--- config.mk ---
export PLATFORM = sky130hd
export DESIGN_NAME = mrsc_ctl_flat
export DESIGN_NICKNAME = d
export VERILOG_FILES = /design/src/hw/mrsc_pkg.sv /design/src/hw/mrsc_if.sv /design/src/hw/mrsc_timer.sv /design/src/hw/mrsc_ctl.sv /design/src/flat_wrapper.sv
export VERILOG_INCLUDE_DIRS = /design/src /design/src/hw
export SDC_FILE = /design/constraint.sdc
export NUM_CORES = 1
export LEC_CHECK = 0
export BUFFER_PORTS_ARGS = -buffer_cell sky130_fd_sc_hd__buf_2
export CAP_MARGIN = 15
export CORE_ASPECT_RATIO = 1.25
export CORE_UTILIZATION = 35
export DETAILED_ROUTE_END_ITERATION = 10
export PLACE_DENSITY = 0.62
export SLEW_MARGIN = 20
export SYNTH_ARGS = -nofsm -noshare
export SYNTH_HDL_FRONTEND = slang
export SYNTH_SLANG_ARGS = --single-unit
--- constraint.sdc ---
create_clock -name pclk -period 3.9 [get_ports pclk]
set_input_delay 0.78 -clock pclk [delete_from_list [all_inputs] [get_ports pclk]]
set_output_delay 0.78 -clock pclk [all_outputs]
set_load 0.02 [all_outputs]
--- src/hw/mrsc_regs.svh ---
/*
 Offsets, field positions, reset values and link timing counts for the
 mode register set control block. Included by the package only; both ends use its macros.
*/
`ifndef MRSC_REGS_SVH
`define MRSC_REGS_SVH
`define MRSC_OFS_CTRL 12'h000
`define MRSC_OFS_MRW 12'h004
`define MRSC_OFS_TIME 12'h008
`define MRSC_OFS_STAT 12'h00C
`define MRSC_CTRL_INIT 0
`define MRSC_CTRL_GO 1
`define MRSC_CTRL_ODT 2
`define MRSC_CTRL_CKE 3
`define MRSC_MRW_IDX_LSB 16
`define MRSC_STAT_BUSY 0
`define MRSC_STAT_DONE 1
`define MRSC_STAT_REF 2
`define MRSC_STAT_MOD 3
`define MRSC_TMRD_CK 8'h08
`define MRSC_TMOD_CK 8'h18
`define MRSC_TUPD_CK 8'h40
`define MRSC_CK_HALF 5
`define MRSC_MR_NUM 7
`define MRSC_AW 14
`define MRSC_RESV_CODE 3'h7
`define MRSC_RTT_NOM_MSB 10
`define MRSC_RTT_NOM_LSB 8
`endif

--- src/hw/mrsc_pkg.sv ---
/*
 Types shared by both ends of the mode register set link.
 Assumes mrsc_regs.svh is on the include path.
*/
`include "mrsc_regs.svh"
package mrsc_pkg;
	typedef logic [`MRSC_AW-1:0] mrsc_mr_t;
	typedef logic [2:0] mrsc_idx_t;
	typedef enum logic [1:0] {
		ST_IDLE = 2'b00,
		ST_INIT = 2'b01,
		ST_SETTLE = 2'b10
	} mrsc_state_e;
	// Command code: act_n, ras_n, cas_n, we_n
	typedef enum logic [3:0] {
		CMD_MRS = 4'h8,
		CMD_OTHER = 4'hF
	} mrsc_cmd_e;
endpackage

--- src/hw/mrsc_if.sv ---
/*
 Command/address link between the controller end and the memory end.
 Assumes the controller drives every signal; the memory end only listens.
*/
`timescale 1ns/1ps
interface mrsc_if;
	logic ck;
	logic cke;
	logic cs_n;
	logic act_n;
	logic ras_n;
	logic cas_n;
	logic we_n;
	logic [1:0] bg;
	logic [1:0] ba;
	logic [13:0] a;
	logic odt;
	modport ctl (output ck, cke, cs_n, act_n, ras_n, cas_n, we_n, bg, ba, a,
		odt);
	modport dev (input ck, cke, cs_n, act_n, ras_n, cas_n, we_n, bg, ba, a,
		odt);
endinterface

--- src/hw/mrsc_timer.sv ---
/*
 Down counter of memory clock ticks; busy while a delay is running.
 Assumes tick is a one-cycle enable on pclk.
*/
`timescale 1ns/1ps
module mrsc_timer #(
	parameter int W = 8
) (
	input wire logic pclk,
	input wire logic presetn,
	input wire logic load,
	input wire logic [W-1:0] load_val,
	input wire logic tick,
	output logic busy
);
	logic [W-1:0] cnt_q;
	always_ff @(posedge pclk or negedge presetn)
	begin
		if (!presetn)
			cnt_q <= '0;
		else if (load)
			cnt_q <= load_val;
		else if (tick && cnt_q != '0)
			cnt_q <= cnt_q - 1'b1;
	end
	assign busy = (cnt_q != '0);
endmodule // mrsc_timer

--- src/hw/mrsc_ctl.sv ---
/*
 Controller end: APB register slave that loads the memory's mode registers,
 either as the full init sequence or one register at a time, and gates
 other commands and odt around each load.
 Assumes the link partner samples on rising ck; pins change on falling ck.
*/
// Chosen here: the APB interface to the registers and the placing of the registers.
`timescale 1ns/1ps
// Operation
// - Memory holds seven mode registers
// - Write all registers after power-up, reset
// - Loads never disturb array contents
// - Each load drives every field
// - Load only when idle and cke high
// - Odt low before load if termination on
// - Odt may rise after tMOD
// - Termination off both sides: odt free
// - tMRD between two loads
// - tMOD before any non-load command
// - Special fields skip tMRD timing
// - Special fields: wait longer update time
// - Reserved bank code loads are ignored
// - Init order 3,6,5,4,2,1, then 0
module mrsc_ctl
	import mrsc_pkg::*;
(
	input wire logic pclk,
	input wire logic presetn,
	input wire logic psel,
	input wire logic penable,
	input wire logic pwrite,
	input wire logic [11:0] paddr,
	input wire logic [31:0] pwdata,
	output logic [31:0] prdata,
	output logic pready,
	output logic pslverr,
	input wire logic banks_idle,
	input wire logic oc_valid,
	input wire logic [3:0] oc_cmd,
	input wire logic [1:0] oc_bg,
	input wire logic [1:0] oc_ba,
	input wire logic [13:0] oc_addr,
	output logic oc_ready,
	mrsc_if.ctl lnk
);
	logic [2:0] div_q;
	logic ck_q;
	mrsc_state_e st_q, st_d;
	logic [2:0] step_q;
	logic init_done_q, single_q, refused_q, odt_en_q, cke_q;
	mrsc_idx_t single_idx_q;
	logic [7:0] tmrd_q, tmod_q, tupd_q;
	mrsc_mr_t shadow_q [0:`MRSC_MR_NUM-1];
	mrsc_mr_t sent_q [0:`MRSC_MR_NUM-1];
	logic cs_n_q, odt_q, last_special_q;
	logic [3:0] cmd_q;
	logic [1:0] bg_q, ba_q;
	logic [13:0] a_q;
	logic mrd_busy, mod_busy;
	// Memory clock by divider; rise and fall are one-cycle enables
	wire div_end = div_q == 3'(`MRSC_CK_HALF - 1);
	wire rise = div_end & ~ck_q;
	wire fall = div_end & ck_q;
	always_ff @(posedge pclk or negedge presetn)
	begin
		if (!presetn)
		begin
			div_q <= 3'h0;
			ck_q <= 1'b0;
		end
		else
		begin
			div_q <= div_end ? 3'h0 : div_q + 3'h1;
			if (div_end)
				ck_q <= ~ck_q;
		end
	end
	// APB decode; answers in the access cycle, no wait states
	wire acc = psel & penable;
	wire wr = acc & pwrite;
	wire hit_ctrl = paddr == `MRSC_OFS_CTRL;
	wire hit_mrw = paddr == `MRSC_OFS_MRW;
	wire hit_time = paddr == `MRSC_OFS_TIME;
	wire hit_stat = paddr == `MRSC_OFS_STAT;
	wire hit = hit_ctrl | hit_mrw | hit_time | hit_stat;
	wire busy = st_q != ST_IDLE | single_q;
	wire [2:0] w_idx = pwdata[`MRSC_MRW_IDX_LSB +: 3];
	wire go_req = wr & hit_ctrl & pwdata[`MRSC_CTRL_GO];
	wire init_req = wr & hit_ctrl & pwdata[`MRSC_CTRL_INIT];
	wire bad_idx = w_idx >= 3'(`MRSC_MR_NUM);
	wire refuse = (go_req | init_req) & busy | go_req & bad_idx;
	assign pready = 1'b1;
	assign pslverr = acc & ~hit;
	assign prdata = !acc ? 32'h0 :
		hit_ctrl ? {28'h0, cke_q, odt_en_q, 2'b00} :
		hit_mrw ? {13'h0, single_idx_q, 2'h0, shadow_q[single_idx_q]} :
		hit_time ? {8'h0, tupd_q, tmod_q, tmrd_q} :
		hit_stat ? {28'h0, mod_busy, refused_q, init_done_q, busy} : 32'h0;
	// Init walks 3,6,5,4,2,1,0
	function automatic mrsc_idx_t init_idx(input logic [2:0] s);
		case (s)
			3'd0: init_idx = 3'd3;
			3'd1: init_idx = 3'd6;
			3'd2: init_idx = 3'd5;
			3'd3: init_idx = 3'd4;
			3'd4: init_idx = 3'd2;
			3'd5: init_idx = 3'd1;
			default: init_idx = 3'd0;
		endcase
	endfunction
	wire need = st_q == ST_INIT | single_q;
	wire mrsc_idx_t cur = st_q == ST_INIT ? init_idx(step_q) : single_idx_q;
	wire mrsc_mr_t cur_v = shadow_q[cur];
	wire rtt_on = shadow_q[1][`MRSC_RTT_NOM_MSB:`MRSC_RTT_NOM_LSB] != 3'h0
		| sent_q[1][`MRSC_RTT_NOM_MSB:`MRSC_RTT_NOM_LSB] != 3'h0;
	// Odt held low while a load waits and until tMOD ends
	wire odt_next = odt_en_q & ~(rtt_on & (need | mod_busy | ~cs_n_q));
	// Odt free when termination stays off
	wire odt_clear = ~rtt_on | ~odt_q;
	// Idle, cke and delays all gate a load
	wire mrs_go = fall & need & cs_n_q & ~mrd_busy & banks_idle & cke_q
		& odt_clear;
	// Other commands wait for tMOD and any pending load
	assign oc_ready = fall & cs_n_q & ~need & ~mod_busy & cke_q;
	wire oc_go = oc_valid & oc_ready;
	wire special = (cur == 3'd3 && cur_v[4:3] != sent_q[3][4:3])
		|| (cur == 3'd4 && cur_v[1] != sent_q[4][1])
		|| (cur == 3'd6 && cur_v[7:0] != sent_q[6][7:0]);
	wire mrs_seen = rise & ~cs_n_q & cmd_q == CMD_MRS;
	// Special changes wait the update time, not tMRD
	wire [7:0] mrd_load = last_special_q ? tupd_q : tmrd_q;
	mrsc_timer #(.W(8)) u_mrd (
		.pclk(pclk), .presetn(presetn), .load(mrs_seen),
		.load_val(mrd_load), .tick(rise), .busy(mrd_busy)
	);
	mrsc_timer #(.W(8)) u_mod (
		.pclk(pclk), .presetn(presetn), .load(mrs_seen),
		.load_val(tmod_q), .tick(rise), .busy(mod_busy)
	);
	always_comb
	begin
		st_d = st_q;
		case (st_q)
			ST_IDLE:
				if (init_req && !busy)
					st_d = ST_INIT;
			ST_INIT:
				if (mrs_go && step_q == 3'd6)
					st_d = ST_SETTLE;
			ST_SETTLE:
				if (cs_n_q && !mod_busy && !mrd_busy)
					st_d = ST_IDLE;
			default:
				st_d = ST_IDLE;
		endcase
	end
	always_ff @(posedge pclk or negedge presetn)
	begin
		if (!presetn)
		begin
			st_q <= ST_IDLE;
			step_q <= 3'h0;
			init_done_q <= 1'b0;
		end
		else
		begin
			st_q <= st_d;
			if (st_q == ST_IDLE && st_d == ST_INIT)
				step_q <= 3'h0;
			else if (mrs_go && st_q == ST_INIT)
				step_q <= step_q + 3'h1;
			// Normal use only after every register is written; init_done_q only reports it, other commands and single loads are not held back
			if (st_q == ST_IDLE && st_d == ST_INIT)
				init_done_q <= 1'b0;
			else if (st_q == ST_SETTLE && st_d == ST_IDLE)
				init_done_q <= 1'b1;
		end
	end
	// Registers; refused flag set wins over write-one clear
	always_ff @(posedge pclk or negedge presetn)
	begin
		if (!presetn)
		begin
			single_q <= 1'b0;
			single_idx_q <= 3'h0;
			refused_q <= 1'b0;
			odt_en_q <= 1'b0;
			cke_q <= 1'b0;
			tmrd_q <= `MRSC_TMRD_CK;
			tmod_q <= `MRSC_TMOD_CK;
			tupd_q <= `MRSC_TUPD_CK;
			for (int i = 0; i < `MRSC_MR_NUM; i++)
				shadow_q[i] <= '0;
		end
		else
		begin
			refused_q <= refuse | (refused_q
				& ~(wr & hit_stat & pwdata[`MRSC_STAT_REF]));
			if (wr && hit_ctrl)
			begin
				odt_en_q <= pwdata[`MRSC_CTRL_ODT];
				cke_q <= pwdata[`MRSC_CTRL_CKE];
			end
			if (wr && hit_time)
			begin
				tmrd_q <= pwdata[7:0];
				tmod_q <= pwdata[15:8];
				tupd_q <= pwdata[23:16];
			end
			if (wr && hit_mrw && !bad_idx && !busy)
			begin
				shadow_q[w_idx] <= pwdata[`MRSC_AW-1:0];
				single_idx_q <= w_idx;
			end
			if (go_req && !refuse)
				single_q <= 1'b1;
			else if (mrs_go && st_q != ST_INIT)
				single_q <= 1'b0;
		end
	end
	// Command pins change on falling ck and stand one ck period
	always_ff @(posedge pclk or negedge presetn)
	begin
		if (!presetn)
		begin
			cs_n_q <= 1'b1;
			cmd_q <= CMD_OTHER;
			bg_q <= 2'h0;
			ba_q <= 2'h0;
			a_q <= 14'h0;
			odt_q <= 1'b0;
			last_special_q <= 1'b0;
			for (int i = 0; i < `MRSC_MR_NUM; i++)
				sent_q[i] <= '0;
		end
		else if (fall)
		begin
			odt_q <= odt_next;
			cs_n_q <= ~(mrs_go | oc_go);
			if (mrs_go)
			begin
				cmd_q <= CMD_MRS;
				bg_q <= {1'b0, cur[2]};
				ba_q <= cur[1:0];
				a_q <= cur_v; // Whole register every time
				sent_q[cur] <= cur_v;
				last_special_q <= special;
			end
			else if (oc_go)
			begin
				cmd_q <= oc_cmd;
				bg_q <= oc_bg;
				ba_q <= oc_ba;
				a_q <= oc_addr;
			end
		end
	end
	assign lnk.ck = ck_q;
	assign lnk.cke = cke_q;
	assign lnk.cs_n = cs_n_q;
	assign lnk.act_n = cmd_q[3];
	assign lnk.ras_n = cmd_q[2];
	assign lnk.cas_n = cmd_q[1];
	assign lnk.we_n = cmd_q[0];
	assign lnk.bg = bg_q;
	assign lnk.ba = ba_q;
	assign lnk.a = a_q;
	assign lnk.odt = odt_q;
endmodule // mrsc_ctl

--- src/flat_wrapper.sv ---
// flat-port wrapper written by rule: the top's interface ports become plain ports
module mrsc_ctl_flat import mrsc_pkg::*;
  (pclk, presetn, psel, penable, pwrite, paddr, pwdata, prdata, pready, pslverr, banks_idle, oc_valid, oc_cmd, oc_bg, oc_ba, oc_addr, oc_ready, lnk_ck, lnk_cke, lnk_cs_n, lnk_act_n, lnk_ras_n, lnk_cas_n, lnk_we_n, lnk_bg, lnk_ba, lnk_a, lnk_odt);
  mrsc_if lnk_i ();
  input wire logic pclk;
  input wire logic presetn;
  input wire logic psel;
  input wire logic penable;
  input wire logic pwrite;
  input wire logic [11:0] paddr;
  input wire logic [31:0] pwdata;
  output logic [31:0] prdata;
  output logic pready;
  output logic pslverr;
  input wire logic banks_idle;
  input wire logic oc_valid;
  input wire logic [3:0] oc_cmd;
  input wire logic [1:0] oc_bg;
  input wire logic [1:0] oc_ba;
  input wire logic [13:0] oc_addr;
  output logic oc_ready;
  output wire logic [$bits(lnk_i.ck)-1:0] lnk_ck;
  output wire logic [$bits(lnk_i.cke)-1:0] lnk_cke;
  output wire logic [$bits(lnk_i.cs_n)-1:0] lnk_cs_n;
  output wire logic [$bits(lnk_i.act_n)-1:0] lnk_act_n;
  output wire logic [$bits(lnk_i.ras_n)-1:0] lnk_ras_n;
  output wire logic [$bits(lnk_i.cas_n)-1:0] lnk_cas_n;
  output wire logic [$bits(lnk_i.we_n)-1:0] lnk_we_n;
  output wire logic [$bits(lnk_i.bg)-1:0] lnk_bg;
  output wire logic [$bits(lnk_i.ba)-1:0] lnk_ba;
  output wire logic [$bits(lnk_i.a)-1:0] lnk_a;
  output wire logic [$bits(lnk_i.odt)-1:0] lnk_odt;
  assign lnk_ck = lnk_i.ck;
  assign lnk_cke = lnk_i.cke;
  assign lnk_cs_n = lnk_i.cs_n;
  assign lnk_act_n = lnk_i.act_n;
  assign lnk_ras_n = lnk_i.ras_n;
  assign lnk_cas_n = lnk_i.cas_n;
  assign lnk_we_n = lnk_i.we_n;
  assign lnk_bg = lnk_i.bg;
  assign lnk_ba = lnk_i.ba;
  assign lnk_a = lnk_i.a;
  assign lnk_odt = lnk_i.odt;
  mrsc_ctl u_core (.pclk(pclk), .presetn(presetn), .psel(psel), .penable(penable), .pwrite(pwrite), .paddr(paddr), .pwdata(pwdata), .prdata(prdata), .pready(pready), .pslverr(pslverr), .banks_idle(banks_idle), .oc_valid(oc_valid), .oc_cmd(oc_cmd), .oc_bg(oc_bg), .oc_ba(oc_ba), .oc_addr(oc_addr), .oc_ready(oc_ready), .lnk(lnk_i));
endmodule
==> impl_results.md, run 1 <==
* Arrival @ worst endpoint at 2930 ps
* Layout area overhead at 16.0%
* Top-area cell type share of the netlist area at 42.3%
* Net Sw Frac at 26.1%
* Worst slew pin tran at 1120 ps
* Reg-to-reg startpoint: u_core.step_q[1]
* Number of global-route vias before repair at 8,717
* Fin. max-slew vios at 0
* Tcrit/Tclk final at 95.2%
* Pin count of the biggest net entering global routing at 88
* Leak at 5.92 nW
* Port Buffers at 116
* Worst-Skew Late Latency at 470 ps
* Fill count at 2,917
* FF-to-FF setup slack at 580 ps
* Total of max-cap violations at 0
* Main synth FF type: dfrtp_1
* Routed wire length at 33.3 mm
* DR pass1 iterations at 5
* P_sw at 1.20 mW
* Clock skew at 9.10 ps
* ANT nets after route at 0
* Int Power at 3.41 mW
* Post-cts hold buffer count at 0
* Seq pwr share at 48.2%
* Initial antenna violation count at 1
* Final setup margin at 188 ps
* Routed wire length per instance at 20.9 um
* Pwr dens at 363 mW/mm2
* Initial Utilization at 35.4%
* Post-Syn Instances at 1,073
* Core ar. at 0.0309 mm2
* CP required at 3120 ps
* DR iter-0 viols at 691
* # IOs at 134
* Synth area leaders: dfrtp_1, mux2_2, nand2_1
* DIE AREA at 0.0320 mm2
* Crit path time final at 3710 ps
* Clock Sink Count at 194
* Syn Area/Cell at 10.2 um2
* Synth area leader: dfrtp_1
* Outcome: complete, no violations
* Worst Setup EP: prdata[2]
* Vias per Instance at 5.68
* Share of layout cells above drive strength 1 at 31.0%
* Root buffer cell: clkbuf_16
* Global-route wire length before repair at 50.7 mm
* Clk slew on worst S/H paths at 70 ps
* Total CTS buffers at 17
* GRT Util Overall at 21.1%
* Ys async rst share at 100%
* Die Y at 200 um
* Final Hold Viols at 0
* # setup viols final at 0
* Max FO, Critical Path at 42
* Via count at 9,063
* Grt ovf at 0
* Final Wtd Congestion at 0.928
* Post-CTS setup buffer count at 0
* Placement Setup Slack at 424 ps
* TritonCTS clock tree: built
* Final Total Pwr at 4.61 mW
* Crit start category: flip-flop
* Combinational Power Share at 9.7%
* Final Net Count at 1,257
* Post-synthesis register bit count at 194
* Hold Crit Class: in -> async
* WS Path Type: reg -> out
* RR Endpoint: u_core.last_special_q
* Clock power share at 42.1%
* Clock Tree Buf Depth at 2
* RSZ-0062 raised after global routing: no
* Netlist cell types at 72
* Setup crit end kind: output port
* Gates resized, CTS repair at 0
* Worst VDD drop at 0.000336 V
* Fin util at 41.1%
* Seq/Total Area, Yosys at 44.4%
* Critical path launch point: u_core.single_idx_q[1]
* Syn Std Cell Area at 0.0110 mm2
* TNS Setup at 0 ps
* Yosys warns at 0
* EDFF count, synth at 0
* Die X at 160 um
* DRC violations left at 0
* Worst Reg2Reg Path Length in Cells at 10
* N_diodes at 0
* F_max at 269 MHz
* Post-DP HPWL at 23.2 mm
* H-Tree Depth at 4
* Slew HR at 24.8%
* Row count at 72
registers in the layout, indices dropped and copies added, names as in the netlist, 2 cells and up:
name and cells:
u_core.u_mrd.cnt_q 8, u_core.tmrd_q 8, u_core.cmd_q 4, u_core.st_q 2, u_core.lnk.bg 2, u_core.tupd_q 8
u_core.shadow_q 98, u_core.step_q 3, u_core.single_idx_q 3, u_core.lnk.ba 2, u_core.u_mod.cnt_q 8, u_core.tmod_q 8
u_core.div_q 3, u_core.lnk.a 14, u_core.sent_q 14
per-layer routing:
metal / part of all wire [%] / track usage (%) / wire length [um] / up-vias
met2: 50 / 36.4 / 16600 / 314
met5: 0.051 / 0 / 17 / -
met4: 4.2 / 11.8 / 1410 / 2
met3: 5.1 / 3.88 / 1700 / 86
met1: 41 / 24.9 / 13600 / 4534
li1: - / - / - / 4127
power groups by stage:
stage          logic (mW)  clock network, mW  registers [mW]
2_1_floorplan       0.230                  0            2.29
4_1_cts             0.452               1.97            2.22
3_5_place_dp        0.449                  0            2.26
6_report            0.446               1.94            2.23
5_1_grt             0.503               2.05            2.24
3_3_place_gp        0.443                  0            2.26
cell usage after synthesis (all sizes together) (5+ instances only):
master / n
nor3: 17
a221o: 19
nor4: 10
mux4: 9
nand3b: 5
a31oi: 10
o211ai: 20
nand3: 28
a211oi: 15
a311oi: 5
nor2: 52
a22oi: 9
nand4: 11
dfrtp: 185
a221oi: 6
buf: 29
nand2b: 15
clkbuf: 55
nand2: 119
ha: 9
a22o: 5
and3: 18
xnor2: 6
xor2: 13
and2: 10
and4: 9
mux2: 144
dfstp: 9
nor2b: 14
mux2i: 13
a21oi: 71
o211a: 5
inv: 21
o21ai: 43
o22ai: 11
stage by stage:
stage | instance area, um2 | cells | hold WS (ps)
floorplan | 11000 | 1080 | 427
global placement | 12100 | 1563 | 445
detailed placement | 12100 | 1563 | 451
CTS | 12700 | 1595 | 388
global route | 12700 | 1595 | 427
finish | 12700 | 1595 | 371
layout make-up:
type / instances / area (um2) / share of cell area [%]
multi-input combinational: 779 / 5670 / 44.6
clock buffer: 19 / 443 / 3.49
tap: 407 / 509 / 4.01
clock inverter: 13 / 198 / 1.56
sequential: 194 / 4870 / 38.3
timing repair buffer: 160 / 932 / 7.34
inverter: 23 / 86.3 / 0.680
worst min path at each step:
stage | depth (start not counted) | slack (ps) | to
after floorplan | 1 | 430 | u_core.div_q[0]
after CTS | 1 | 390 | u_core.shadow_q[77]
after detailed placement | 2 | 450 | u_core.lnk.ba[0]
after global routing | 1 | 430 | u_core.shadow_q[77]
after global placement | 1 | 450 | u_core.div_q[0]
final | 1 | 370 | u_core.shadow_q[91]
worst max-delay path: stages, from the launching register on:
cell      delay [ps]
dfrtp_2         1050
nor2b_1          150
or3_1            360
o31a_1           120
o211ai_1         300
o21ai_0          140
nor2_1           110
a211oi_1          50
buf_2            170
logic make-up after synthesis:
group	Yosys count	share of synthesized area, %
AND/OR/NAND/NOR	319	14.9
AO/OA/AOI/OAI	257	16.0
flip-flops	194	44.4
multiplexers	166	17.8
buffers and inverters	107	4.27
XOR/XNOR	19	1.52
adder cells (fa/ha/maj)	9	1.03
other	2	0.0686
cells in the final DEF, fill, tap and decap left out, types with 5 or more instances in the layout:
cell | Yosys | final
dfrtp_1 | 185 | 184
mux2_2 | 142 | 142
nand2_1 | 119 | 119
buf_2 | 10 | 115
a21oi_1 | 71 | 71
nor2_1 | 50 | 50
o21ai_0 | 43 | 43
buf_4 | 12 | 43
nand3_1 | 28 | 28
inv_1 | 21 | 21
o211ai_1 | 20 | 20
a221o_1 | 19 | 19
and3_1 | 18 | 18
clkbuf_16 | 0 | 17
nor3_1 | 15 | 15
a211oi_1 | 15 | 15
nand2b_1 | 14 | 14
nor2b_1 | 14 | 13
xor2_1 | 13 | 13
mux2i_1 | 13 | 12
o22ai_1 | 11 | 11
nand4_1 | 11 | 11
a31oi_1 | 10 | 10
nor4_1 | 9 | 9
a22oi_1 | 9 | 9
mux4_2 | 9 | 9
and2_1 | 9 | 9
and4_1 | 9 | 9
ha_1 | 9 | 9
conb_1 | 2 | 9
dfstp_2 | 9 | 9
a221oi_1 | 6 | 6
xnor2_1 | 6 | 6
o211a_1 | 5 | 5
a311oi_1 | 5 | 5
a22o_1 | 5 | 5
No activity file was read; power rests on OpenSTA's default activity.
==> run 2: changes to the inputs <==
--- a/config.mk
+++ b/config.mk
@@ -9,9 +9,9 @@
 export BUFFER_PORTS_ARGS = -buffer_cell sky130_fd_sc_hd__buf_2
 export CAP_MARGIN = 15
 export CORE_ASPECT_RATIO = 1.25
-export CORE_UTILIZATION = 35
+export CORE_UTILIZATION = 34
 export DETAILED_ROUTE_END_ITERATION = 10
-export PLACE_DENSITY = 0.62
+export PLACE_DENSITY = 0.6
 export SLEW_MARGIN = 20
 export SYNTH_ARGS = -nofsm -noshare
 export SYNTH_HDL_FRONTEND = slang
==> impl_results.md, run 2 (synthesized netlist as in run 1, its figures left out) <==
* Commonest non-fill, non-tap cell in the layout: dfrtp_1
* Total CTS buffers at 17 (unchanged)
* Die Y at 203 um (+1.4%)
* Hold Crit Class: in -> async
* H-Tree Depth at 4 (unchanged)
* Placement Setup Slack at 446 ps (+21.8 ps)
* Worst VDD drop at 0.000330 V (-1.8%)
* Final Wtd Congestion at 0.908 (-2.2%)
* N_diodes at 0 (unchanged)
* Reg with most FFs: u_core.shadow_q
* # IOs at 134 (unchanged)
* Placed instance count at 1,567 (+0.26%)
* Outcome: complete, no violations
* TNS Setup at 0 ps (unchanged)
* Die X at 163 um (+1.4%)
* Final Total Pwr at 4.51 mW (-2.3%)
* Largest register FFs at 98 (unchanged)
* Slew HR at 28.8% (+4.0 points)
* Core ar. at 0.0318 mm2 (+2.9%)
* CP required at 3120 ps (about the same)
* Total of max-cap violations at 0 (unchanged)
* Routed wire length at 33.2 mm (-0.36%)
* Root buffer cell: clkbuf_16
* Post-DP Area at 0.0121 mm2 (+0.20%)
* TritonCTS clock tree: built
* Max FO, Critical Path at 30 (-29%)
* Fill count at 3,148 (+7.9%)
* Global-route wire length before repair at 50.7 mm (-0.14%)
* Clock skew at 10.7 ps (+1.61 ps)
* Pin count of the biggest net entering global routing at 86 (-2.3%)
* Final non-filler cell total at 1,599 (+0.25%)
* Post-CTS setup buffer count at 0 (unchanged)
* Grt ovf at 0 (unchanged)
* Setup crit end kind: output port
* Crit start category: flip-flop
* Layout area overhead at 15.9% (about the same)
* Fin util at 40.0% (-1.2 points)
* DR pass1 iterations at 7 (+2)
* Gates resized, CTS repair at 0 (unchanged)
* Initial Utilization at 34.5% (-0.99 points)
* Post-DP HPWL at 23.3 mm (+0.38%)
* Cell area after layout at 0.0127 mm2 (about the same)
* Clock Tree Buf Depth at 2 (unchanged)
* Most frequent cells in the layout: dfrtp_1, mux2_2, nand2_1
* Worst-Skew Late Latency at 460 ps (about the same)
* Port Buffers at 116 (unchanged)
* Worst slew pin tran at 1060 ps (-66.3 ps)
* Leak at 5.92 nW (-0.12%)
* Number of global-route vias before repair at 8,696 (-0.24%)
* Fin Hold WS at 358 ps (-13.1 ps)
* Post-cts hold buffer count at 0 (unchanged)
* ANT nets after route at 0 (unchanged)
* Vias per Instance at 5.63 (-0.98%)
* Final Net Count at 1,256 (-0.080%)
* Clk slew on worst S/H paths at 80 ps (about the same)
* RSZ-0062 raised after global routing: no
* DR iter-0 viols at 640 (-7.4%)
* GRT Util Overall at 20.3% (-0.74 points)
* Via count at 8,997 (-0.73%)
* WS Path Type: reg -> out
* FF-to-FF setup slack at 530 ps (-50 ps)
* Tcrit/Tclk final at 92.7% (-2.5 points)
* F_max at 277 MHz (+2.7%)
* DIE AREA at 0.0329 mm2 (+2.9%)
* DRC violations left at 0 (unchanged)
* Routed wire length per instance at 20.8 um (-0.61%)
* Pwr dens at 355 mW/mm2 (-2.3%)
* Final setup margin at 284 ps (+96.0 ps)
* Clock Sink Count at 194 (unchanged)
* Arrival @ worst endpoint at 2840 ps (-90 ps)
* # setup viols final at 0 (unchanged)
* Row count at 73 (+1.4%)
* Crit path time final at 3620 ps (-96.0 ps)
* Fin. max-slew vios at 0 (unchanged)
* Share of layout cells above drive strength 1 at 31.0% (about the same)
* Initial antenna violation count at 0 (-1)
* Final Hold Viols at 0 (unchanged)
[run 2: cell count changes in the layout (fill, tap and decap cells not counted)]
cell / before / now
clkinv_4: 1 / 5
buf_4: 43 / 40
buf_12: 1 / 3
bufinv_16: 4 / 2
clkbuf_1: 1 / 0
clkinv_8: 0 / 1
clkinvlp_4: 1 / 0
inv_6: 2 / 1
[run 2: path summary, 6_finish.rpt]
kind | depth (start not counted) | endpoint | from
worst max-delay path | 6 | prdata[13] | u_core.single_idx_q[1]
worst min-delay path | 1 | u_core.lnk.bg[1] | presetn
worst max register to register | 11 | u_core.last_special_q | u_core.step_q[1]
worst min register to register | 1 | u_core.div_q[0] | u_core.div_q[0]
max in group asynchronous | 2 | u_core.shadow_q[40] | presetn
min in group pclk | 1 | u_core.div_q[0] | u_core.div_q[0]
[run 2: area by class of cell]
cell class | count | area [um2] | area share [%]
multi-input cells | 779 | 5670 | 44.6
flip-flops and latches | 194 | 4870 | 38.3
repair buffers | 159 | 950 | 7.48
well taps | 412 | 515 | 4.06
clock buffers | 18 | 439 | 3.46
clock inverters | 14 | 173 | 1.36
inverters | 23 | 86.3 | 0.680
[run 2: worst max-delay path, cell delays in order (launching register included)]
cell and delay [ps]:
dfrtp_2 720, buf_4 390, mux2_2 370, a221o_1 340, o211ai_1 150, a21oi_1 180, buf_2 190
[run 2: report_power, final]
| part | switching, mW | internal, mW | leakage [nW] |
|---|---|---|---|
| clock | 0.855 | 0.984 | 0.303 |
| combinational | 0.268 | 0.174 | 3.04 |
| sequential | 0.0991 | 2.13 | 2.57 |
| total | 1.22 | 3.29 | 5.92 |
[run 2: metal layers]
metal / global-route usage [%] / share of wire, %
met2: 34.9 / 50
met3: 2.61 / 4.8
met4: 10.4 / 4.2
met5: 0 / 0
met1: 24.9 / 41
